File: src/include/udc_pkg.sv
// Package for the dual-clock up/down counter: widths, constants, state types.
// Assumes a single system clock samples all counter inputs.
package udc_pkg;

    // ----------------------------------------------------------------
    // Count field
    // ----------------------------------------------------------------
    localparam int          UDC_W        = 4;
    localparam logic [3:0]  UDC_ZERO     = 4'h0;
    localparam logic [3:0]  UDC_ONE      = 4'h1;
    localparam logic [3:0]  UDC_MAX      = 4'hF;

    // ----------------------------------------------------------------
    // Reset values
    // ----------------------------------------------------------------
    localparam logic        UDC_FLAG_IDLE  = 1'h1;
    localparam logic        UDC_CLK_IDLE   = 1'h1;

    // ----------------------------------------------------------------
    // State types
    // ----------------------------------------------------------------
    typedef struct packed {
        logic [UDC_W-1:0] count;
        logic             carry_out_n;
        logic             underflow_out_n;
    } udc_state_t;

    typedef struct packed {
        logic prev;
    } udc_edge_state_t;

    typedef enum logic [1:0] {
        UDC_OP_HOLD   = 2'b00,
        UDC_OP_UP     = 2'b01,
        UDC_OP_DOWN   = 2'b10,
        UDC_OP_FORCE  = 2'b11
    } udc_op_t;

endpackage

File: src/design/udc_counter.sv
// Dual-clock 4-bit up/down counter with preset, clear, carry and underflow.
// Assumes all inputs are synchronous to REF_CLK; count clocks are sampled levels.

// Operation
// - 4-bit count, all bits update together
// - Direction set by which clock rises
// - Low preset strobe loads data inputs
// - High clear forces count to zero
// - Clear beats preset, data and count
// - Underflow low at zero with decrement low
// - Carry low at fifteen with increment low
// - Count wraps modulo sixteen both ways
module udc_counter
    import udc_pkg::*;
(
    input  wire logic             REF_CLK,
    input  wire logic             RST_N,
    input  wire logic             INCREMENT_CLOCK,
    input  wire logic             DECREMENT_CLOCK,
    input  wire logic             COUNTER_CLEAR,
    input  wire logic             PRESET_STROBE_N,
    input  wire logic [UDC_W-1:0] DATA_IN,
    output logic      [UDC_W-1:0] COUNT_OUT,
    output logic                  CARRY_OUT_N,
    output logic                  UNDERFLOW_OUT_N
);

    // ----------------------------------------------------------------
    // Edge detection
    // ----------------------------------------------------------------
    // History resets high, so a clock held high at release is no edge
    logic inc_rise;
    logic dec_rise;

    udc_edge_detect #(.IDLE_LEVEL(UDC_CLK_IDLE)) u_inc_edge (
        .ref_clk  (REF_CLK),
        .rst_n    (RST_N),
        .level_in (INCREMENT_CLOCK),
        .rise     (inc_rise)
    );

    udc_edge_detect #(.IDLE_LEVEL(UDC_CLK_IDLE)) u_dec_edge (
        .ref_clk  (REF_CLK),
        .rst_n    (RST_N),
        .level_in (DECREMENT_CLOCK),
        .rise     (dec_rise)
    );

    // ----------------------------------------------------------------
    // Next state
    // ----------------------------------------------------------------
    // Clear and preset act at the edge so every output stays registered
    udc_state_t st_reg;
    udc_state_t st_next;
    udc_op_t    op;

    always_comb begin
        op = UDC_OP_HOLD;
        if (COUNTER_CLEAR || !PRESET_STROBE_N) begin
            op = UDC_OP_FORCE;
        end else if (inc_rise && DECREMENT_CLOCK) begin
            op = UDC_OP_UP;
        end else if (dec_rise && INCREMENT_CLOCK) begin
            op = UDC_OP_DOWN;
        end
    end

    always_comb begin
        st_next = st_reg;
        case (op)
            UDC_OP_FORCE: begin
                // Clear first so a held preset never leaks through
                if (COUNTER_CLEAR) begin
                    st_next.count = UDC_ZERO;
                end else begin
                    st_next.count = DATA_IN;
                end
            end
            UDC_OP_UP: begin
                st_next.count = st_reg.count + UDC_ONE;
            end
            UDC_OP_DOWN: begin
                st_next.count = st_reg.count - UDC_ONE;
            end
            default: begin
                st_next.count = st_reg.count;
            end
        endcase
        // Flags registered from next count: one cycle behind the clock input
        st_next.carry_out_n     = ~((st_next.count == UDC_MAX) && !INCREMENT_CLOCK);
        st_next.underflow_out_n = ~((st_next.count == UDC_ZERO) && !DECREMENT_CLOCK);
    end

    always_ff @(posedge REF_CLK) begin
        if (!RST_N) begin
            st_reg.count           <= UDC_ZERO;
            st_reg.carry_out_n     <= UDC_FLAG_IDLE;
            st_reg.underflow_out_n <= UDC_FLAG_IDLE;
        end else begin
            st_reg <= st_next;
        end
    end

    assign COUNT_OUT       = st_reg.count;
    assign CARRY_OUT_N     = st_reg.carry_out_n;
    assign UNDERFLOW_OUT_N = st_reg.underflow_out_n;

    // Count events as the logic should see them, from pins and rises
    logic up_ev;
    logic dn_ev;
    assign up_ev = !COUNTER_CLEAR && PRESET_STROBE_N && inc_rise && DECREMENT_CLOCK;
    assign dn_ev = !COUNTER_CLEAR && PRESET_STROBE_N && dec_rise && INCREMENT_CLOCK;
endmodule

File: src/design/udc_edge_detect.sv
// Rising-edge detector for one count clock input.
// Assumes the input is synchronous to REF_CLK.
module udc_edge_detect
    import udc_pkg::*;
#(
    parameter logic IDLE_LEVEL = UDC_CLK_IDLE
) (
    input  wire logic ref_clk,
    input  wire logic rst_n,
    input  wire logic level_in,
    output logic      rise
);

    udc_edge_state_t st_reg;
    udc_edge_state_t st_next;

    always_comb begin
        st_next.prev = level_in;
    end

    // Reset to idle high so a high input at release is no edge
    always_ff @(posedge ref_clk) begin
        if (!rst_n) begin
            st_reg.prev <= IDLE_LEVEL;
        end else begin
            st_reg <= st_next;
        end
    end

    assign rise = level_in & ~st_reg.prev;

endmodule

File: config.mk
export PLATFORM = sky130hd
export DESIGN_NAME = udc_counter
export DESIGN_NICKNAME = d
export VERILOG_FILES = /design/src/include/udc_pkg.sv /design/src/design/udc_counter.sv /design/src/design/udc_edge_detect.sv
export SDC_FILE = /design/constraint.sdc
export NUM_CORES = 1
export LEC_CHECK = 0
export BUFFER_PORTS_ARGS = -buffer_cell sky130_fd_sc_hd__buf_2
export CAP_MARGIN = 20
export CORE_UTILIZATION = 40
export CTS_CLUSTER_DIAMETER = 50
export DETAILED_ROUTE_END_ITERATION = 7
export GPL_ROUTABILITY_DRIVEN = 0
export GPL_TIMING_DRIVEN = 0
export PLACE_DENSITY = 0.67
export SLEW_MARGIN = 20
export SYNTH_ARGS = -nofsm -noshare
export SYNTH_HDL_FRONTEND = slang
export SYNTH_SLANG_ARGS = --single-unit
File: constraint.sdc
create_clock -name REF_CLK -period 2.8 [get_ports REF_CLK]
set_input_delay 0.7 -clock REF_CLK [delete_from_list [all_inputs] [get_ports REF_CLK]]
set_output_delay 0.7 -clock REF_CLK [all_outputs]
set_load 0.02 [all_outputs]
==> results of run 1 <==
metal layers:
metal  GRT usage  routed length [um]  up-vias
li1            -                   -      267
met1       0.254                 574      235
met2       0.271                 688        8
met3      0.0349                  31        2
met4       0.103                  11        0
met5           0                   0        -
layout by cell type, fill, tap and decap left out, types with 2 or more instances in the layout:
cell      instances
nand3b_1          2
buf_6             6
ha_4              3
or2b_1            2
or4_1             2
nor3b_1           2
a21oi_1           4
buf_4             6
o21a_1            2
nor2b_1           2
nand2b_1          3
inv_1             3
buf_2            11
nor2_1            5
clkbuf_4          3
dfxtp_1           8
nor4b_1           2
logic make-up after synthesis:
group                      Yosys count
and+or+nand+nor                     30
AOI/OAI and AO/OA                   11
DFF                                  8
adders and majority gates            5
buffers and inverters                4
xor gates and xnor gates             1
power groups by stage:
| stage | combinational, mW | sequential (mW) | clock, mW |
|---|---|---|---|
| after floorplan | 0.0499 | 0.139 | 0 |
| after global placement | 0.0803 | 0.132 | 0 |
| final | 0.108 | 0.131 | 0.0824 |
| after CTS | 0.0828 | 0.130 | 0.0867 |
| after detailed placement | 0.0809 | 0.132 | 0 |
| after global routing | 0.117 | 0.132 | 0.0928 |
repair_timing:
action                     4_1_cts  5_1_grt
setup endpoints to repair        1        1
buffers inserted                 0        8
gates cloned                     0        0
gates resized for setup          1       17
pin swaps                        0       11
worst max-delay path, cell delays in order:
cell	delay [ns]
buf_8	0.10
nor2b_4	0.12
o21a_1	0.14
ha_4	0.19
buf_6	0.12
ha_4	0.26
nand3_4	0.07
and4_4	0.18
or4_4	0.52
or4_1	0.52
per-stage QoR:
step	total power, mW	area (sq um)	TNS [ns]	setup slack [ns]
after floorplan	0.189	572	0	0.0575
after global placement	0.212	664	-0.303	-0.303
after detailed placement	0.213	664	-0.299	-0.299
after CTS	0.300	692	0	0.0347
after global routing	0.342	821	-0.0771	-0.0771
final	0.321	821	-0.0162	-0.0162
cell type report:
class | instances | area share
Sequential cell | 8 | 0.195
Tap cell | 14 | 0.0213
Clock buffer | 3 | 0.0274
Multi-Input combinational cell | 47 | 0.520
Inverter | 3 | 0.0137
Timing Repair Buffer | 23 | 0.209
Buffer | 1 | 0.0137
how the worst max path moves through the flow:
| stage | depth (start not counted) | slack [ns] | start | end |
|---|---|---|---|---|
| after floorplan | 8 | 0.06 | PRESET_STROBE_N | UNDERFLOW_OUT_N |
| after global placement | 9 | -0.30 | PRESET_STROBE_N | UNDERFLOW_OUT_N |
| after detailed placement | 9 | -0.30 | PRESET_STROBE_N | UNDERFLOW_OUT_N |
| after CTS | 9 | 0.03 | PRESET_STROBE_N | UNDERFLOW_OUT_N |
| after global routing | 10 | -0.08 | PRESET_STROBE_N | UNDERFLOW_OUT_N |
| final | 10 | -0.02 | PRESET_STROBE_N | UNDERFLOW_OUT_N |
==> results.cfg, run 1 <==
[synth]
synth_adder_area_share = 0.132
synth_compound_gate_area_share = 0.134
yosys-top-cells-count = dfxtp_1, a21oi_1, nor2_1
synth_xor_area_frac = 0.0165
synth_top_family_by_area = simple AND/OR/NAND/NOR gates
yosysTopAreaCell = dfxtp_1
synth.area.top_cells = dfxtp_1, ha_1, a21oi_1, fa_1, nand2b_1
yosys.area_share.simple = 0.374
synth_nets = 74
yosys_warnings = 0
syn-cell-area_sq_um = 532
ys_ff_latch = 8
synth_mux_area_frac = 0
yosysSeqAreaShare = 0.301
yosysMostFrequentCell = dfxtp_1
synth_cell_type_count = 27
async_flop_share = 0
synth.avg_cell_area_sq_um = 9.01
yosysTopAreaCellShare = 0.301
synth_edf_count = 0
synthFlopType = dfxtp_1
syn_inst = 59

[global_routing]
antenna_found_initial = 0
grt_first_pass_wirelength_um = 1840
grt_pass1_vias = 437
gr-usage-all-layers = 0.186
grt_max_degree = 11
overflow = 0

[setup_path]
critPathKind = in2reg
cp-end-kind = flip-flop
r2r_cells = 8
r2r_start = u_inc_edge.st_reg
worstPathRequired_ns = 2.92
critical_path.startpoint_type = input port
cp.arrival_ns = 2.93
cp_max_fo = 4
worstReg2RegEnd = UNDERFLOW_OUT_N
timing.reg2reg.setup_slack_ns = 0.28

[placed_design]
dp_hpwl_um = 868
numPortBuffers = 15
dp_cells = 88

[hold_path]
holdCritPathClass = in2reg
hold_start = DECREMENT_CLOCK
hold_depth = 2
min_to = u_dec_edge.st_reg

[routing]
dr.pass1.iters = 4
drt_iter0_drc = 6
num_vias = 512
wl_per_cell_um = 13.2
finalWirelength_um = 1310
ant_nets = 0
vias_per_cell = 5.17
drc = 0

[finish]
multi_input_area_sq_um = 427
n_fill_cell = 103
area_growth_pct = 54.4
drive_above_1_share = 0.459
largest_register_ffs = 4
final_util = 0.701
layout.area.seq_sq_um = 160
diodes = 0
final_net_count = 102
layout.cells.non_filler = 99

[power_and_ir_drop]
swShare = 0.290
vdd_ir_drop_max_v = 0.000347
leakagePower_nw = 0.355
power_frac_seq = 0.408
p_switching_mw = 0.0932
powerDensity_nw_per_um2 = 391
clockPowerShare = 0.256
p_int_mw = 0.228
pwr-share-comb = 0.336

[outcome]
status = finished, violations left
failed_checks = setup timing

[cts]
cts.clk_slew.worst_paths_ns = 0.05
cts_made_buffers = 3
cts.sinks = 8
h-tree-depth = 1
insertion_delay_ns = 0.24
root_buffer = clkbuf_4
cts_tree = yes
holdBufCountCts = 0
clk_path_buf_depth = 2

[flow_run]
maxCapViolCount = 0

[floorplanning]
rows = 12
die_y_um = 38.5
fp.coreArea_sq_um = 1170
initial_core_util = 0.454
die-area_sq_um = 1480
die_w_um = 38.5
pin_count = 16

[timing]
timing.hold.ws_ns = 0.665
clock_skew_ns = 0.00472
period_share = 1.01
timing.fmax_mhz = 355
setup_ws_ns = -0.0162
post-route-min-period_ns = 2.82
relSlewSlack = 0.743
drv_slew = 0
hold_violations = 0
setup_viol = 1
rsz0062_at_grt = yes
tightestPinTransition_ns = 0.382
No activity file was read; power rests on OpenSTA's default activity.
==> inputs of run 2 (changes only) <==
--- a/config.mk
+++ b/config.mk
@@ -13,6 +13,7 @@
 export GPL_ROUTABILITY_DRIVEN = 0
 export GPL_TIMING_DRIVEN = 0
 export PLACE_DENSITY = 0.67
+export REMOVE_ABC_BUFFERS = 1
 export SLEW_MARGIN = 20
 export SYNTH_ARGS = -nofsm -noshare
 export SYNTH_HDL_FRONTEND = slang
==> results.cfg, run 2 (synthesis gave the netlist of run 1 again) <==
[outcome]
status = finished clean

[routing]
vias_per_cell = 5.28
dr.pass1.iters = 3
wl_per_cell_um = 13.0
num_vias = 507
ant_nets = 0
drt_iter0_drc = 1
drc = 0
finalWirelength_um = 1250

[setup_path]
r2r_start = u_inc_edge.st_reg
timing.reg2reg.setup_slack_ns = 0.36
r2r_cells = 8
critPathBufInv = 2
critPathKind = in2reg
crit_slowest_cell = or4_4
cp.arrival_ns = 2.85
critical_path.startpoint_type = input port
worstReg2RegEnd = UNDERFLOW_OUT_N
slowest_delay_ns = 0.54
cpMostUsedCell = ha_4
cp_max_fo = 5
crit_chain = buf_6, nor2b_4, o21a_1, ha_4, buf_4, ha_4, nand3_4, and4_4, or4_4, or4_1
crit_family = simple AND/OR/NAND/NOR gates
cp-end-kind = flip-flop
worstPathRequired_ns = 2.92

[timing]
setup_viol = 0
relSlewSlack = 0.689
post-route-min-period_ns = 2.72
timing.fmax_mhz = 367
clock_skew_ns = 0.00375
tns_ns = 0
drv_slew = 0
tightestPinTransition_ns = 0.462
hold_violations = 0
rsz0062_at_grt = no
period_share = 0.973

[power_and_ir_drop]
p_int_mw = 0.227
totalPowerFinal_mw = 0.324
vdd_ir_drop_max_v = 0.000327
powerDensity_nw_per_um2 = 409
swShare = 0.300
leakagePower_nw = 0.334
p_switching_mw = 0.0972
power_frac_seq = 0.403
pwr-share-comb = 0.335
clockPowerShare = 0.263

[cts]
cts_tree = yes
clk_path_buf_depth = 2
holdBufCountCts = 0
cts.sinks = 8
root_buffer = clkbuf_4
cts.clk_slew.worst_paths_ns = 0.05
h-tree-depth = 1
insertion_delay_ns = 0.25
cts_made_buffers = 3

[hold_path]
min_to = u_dec_edge.st_reg
holdCritPathClass = in2reg
hold_start = DECREMENT_CLOCK
hold_depth = 2

[global_routing]
grt_first_pass_wirelength_um = 1690
antenna_found_initial = 0
overflow = 0
gr-usage-all-layers = 0.167
grt_pass1_vias = 417
grt_max_degree = 11

[placed_design]
placed_area_sq_um = 613
dp_cells = 87
numPortBuffers = 15
dp_hpwl_um = 797

[finish]
largest_register_ffs = 4
final_common_cell = buf_2
area_growth_pct = 49.2
drive_above_1_share = 0.476
mostFrequentLayoutCells = buf_2, dfxtp_1, buf_4
diodes = 0
stdcell_area_sq_um = 793
layout.cells.non_filler = 96
final_net_count = 99

[floorplanning]
die_y_um = 38.5
initial_core_util = 0.454
fp.coreArea_sq_um = 1170
die-area_sq_um = 1480
pin_count = 16
die_w_um = 38.5
rows = 12

[flow_run]
maxCapViolCount = 0
-- run 2: repair_timing --
item,CTS,global route
pin swaps,3,9
gates resized for setup,4,18
buffers inserted,2,5
setup endpoints to repair,1,1
-- run 2: cell type report --
class | instances | area (sq um)
inverter | 3 | 11.3
clock buffer | 3 | 22.5
fill | 101 | 378
multi-input combinational | 47 | 449
sequential | 8 | 160
tap | 14 | 17.5
timing repair buffer | 21 | 133
-- run 2: layer usage --
| metal | vias to the layer above | wire (um) | global-route usage |
|---|---|---|---|
| met1 | 235 | 563 | 0.216 |
| met4 | 0 | 0 | 0 |
| met2 | 12 | 628 | 0.275 |
| met3 | 0 | 56 | 0.0698 |
| li1 | 260 | - | - |
| met5 | - | 0 | 0 |
-- run 2: stage by stage --
stage	util	setup slack (ns)	hold slack [ns]
after global routing	0.677	0.00563	0.704
after detailed placement	0.524	-0.521	0.626
after CTS	0.579	0.00629	0.686
final	0.677	0.0756	0.691
after global placement	0.524	-0.509	0.619
after floorplan	-	-0.179	0.655
-- run 2: power by group through the flow --
stage	logic, mW	clock network, mW	registers, mW
final	0.109	0.0851	0.130
after global routing	0.118	0.0928	0.132
after CTS	0.0813	0.0881	0.130
after detailed placement	0.0724	0	0.131
after global placement	0.0713	0	0.131
after floorplan	0.0421	0	0.138
-- run 2: worst max path at each step --
stage	to	cells past startpoint	startpoint
after floorplan	UNDERFLOW_OUT_N	8	PRESET_STROBE_N
after global placement	UNDERFLOW_OUT_N	9	PRESET_STROBE_N
after detailed placement	UNDERFLOW_OUT_N	9	PRESET_STROBE_N
after CTS	UNDERFLOW_OUT_N	9	PRESET_STROBE_N
after global routing	UNDERFLOW_OUT_N	10	INCREMENT_CLOCK
final	UNDERFLOW_OUT_N	10	PRESET_STROBE_N
==> inputs of run 3 (changes only) <==
--- a/config.mk
+++ b/config.mk
@@ -12,6 +12,7 @@
 export DETAILED_ROUTE_END_ITERATION = 7
 export GPL_ROUTABILITY_DRIVEN = 0
 export GPL_TIMING_DRIVEN = 0
+export MAX_ROUTING_LAYER = met4
 export PLACE_DENSITY = 0.67
 export REMOVE_ABC_BUFFERS = 1
 export SLEW_MARGIN = 20
==> results.cfg, run 3 (synthesis gave the netlist of run 1 again) <==
[floorplanning]
die_y_um = 38.5
rows = 12
pin_count = 16
die_w_um = 38.5
fp.coreArea_sq_um = 1170
die-area_sq_um = 1480
initial_core_util = 0.454

[finish]
stdcell_area_sq_um = 793
layout.cells.non_filler = 96
area_growth_pct = 49.2
largest_register_ffs = 4
mostFrequentLayoutCells = buf_2, dfxtp_1, buf_4
final_net_count = 99
drive_above_1_share = 0.476
n_fill_cell = 101
final_common_cell = buf_2
diodes = 0

[power_and_ir_drop]
vdd_ir_drop_max_v = 0.000327
leakagePower_nw = 0.334
powerDensity_nw_per_um2 = 409

[placed_design]
numPortBuffers = 15
pre_cts_slack_ns = -0.521
dp_cells = 87
placed_area_sq_um = 613
dp_hpwl_um = 797

[setup_path]
endpoint = UNDERFLOW_OUT_N
crit_slowest_cell = or4_4
worstReg2RegEnd = UNDERFLOW_OUT_N
cp_max_fo = 5
crit_chain = buf_6, nor2b_4, o21a_1, ha_4, buf_4, ha_4, nand3_4, and4_4, or4_4, or4_1
cpMostUsedCell = ha_4
critical_path.startpoint_type = input port
slowest_delay_ns = 0.54
r2r_start = u_inc_edge.st_reg
critPathKind = in2reg
timing.reg2reg.setup_slack_ns = 0.36
r2r_cells = 8
crit_family = simple AND/OR/NAND/NOR gates
worstPathRequired_ns = 2.92
cp-end-kind = flip-flop
cp.arrival_ns = 2.84
crit_cells = 10
critPathBufInv = 2
startpoint = PRESET_STROBE_N

[timing]
period_share = 0.973
tightestPinTransition_ns = 0.462
relSlewSlack = 0.689
clock_skew_ns = 0.00363
hold_violations = 0
rsz0062_at_grt = no
drv_slew = 0
post-route-min-period_ns = 2.72
timing.hold.ws_ns = 0.691
timing.fmax_mhz = 367
setup_ws_ns = 0.0767
setup_viol = 0

[cts]
root_buffer = clkbuf_4
cts_made_buffers = 3
cts_tree = yes
insertion_delay_ns = 0.25
cts.clk_slew.worst_paths_ns = 0.05
h-tree-depth = 1
holdBufCountCts = 0
cts.sinks = 8
clk_path_buf_depth = 2

[global_routing]
antenna_found_initial = 0
gr-usage-all-layers = 0.171
overflow = 0
grt_first_pass_wirelength_um = 1690
grt_max_degree = 11
grt_pass1_vias = 419

[routing]
drt_iter0_drc = 1
drc = 0
dr.pass1.iters = 3
wl_per_cell_um = 13.0
num_vias = 506
finalWirelength_um = 1250
vias_per_cell = 5.27
ant_nets = 0

[hold_path]
holdCritPathClass = in2reg
hold_start = DECREMENT_CLOCK

[flow_run]
maxCapViolCount = 0

[outcome]
status = finished clean
-- run 3: layout make-up --
cell class                      instances  area [sq um]  area share
Multi-Input combinational cell         47           449       0.566
Sequential cell                         8           160       0.202
Timing Repair Buffer                   21           133       0.167
Clock buffer                            3          22.5      0.0284
Tap cell                               14          17.5      0.0221
Inverter                                3          11.3      0.0142
-- run 3: metrics by stage --
| step | total power, mW | TNS [ns] | util |
|---|---|---|---|
| after floorplan | 0.180 | -0.179 | - |
| after global placement | 0.203 | -0.772 | 0.524 |
| after detailed placement | 0.204 | -0.831 | 0.524 |
| after CTS | 0.299 | 0 | 0.579 |
| after global routing | 0.342 | 0 | 0.677 |
| final | 0.324 | 0 | 0.677 |
-- run 3: worst min path at each step --
stage / cells past startpoint / to / slack (ns)
CTS: 3 / CARRY_OUT_N / 0.69
detailed placement: 3 / CARRY_OUT_N / 0.63
global route: 2 / u_dec_edge.st_reg / 0.70
floorplan: 3 / CARRY_OUT_N / 0.66
finish: 2 / u_dec_edge.st_reg / 0.69
global placement: 3 / CARRY_OUT_N / 0.62
-- run 3: where the power goes --
| part | internal (mW) | switching [mW] |
|---|---|---|
| sequential | 0.122 | 0.00885 |
| combinational | 0.0564 | 0.0522 |
| clock | 0.0489 | 0.0363 |
| total | 0.227 | 0.0973 |
-- run 3: metal layers --
metal  up-vias  part of all wire  routed length [um]  track usage
li1        260                 -                   -            -
met1       234              0.45                 564        0.216
met2        12              0.50                 627        0.275
met3         0             0.045                  56       0.0698
met4         0                 0                   0            0
met5         -                 0                   0            -
-- run 3: repair_timing --
action / CTS / global route
endpoints found under the setup margin: 1 / 1
resized for setup: 4 / 18
setup buffers: 2 / 5
pin swaps: 3 / 9
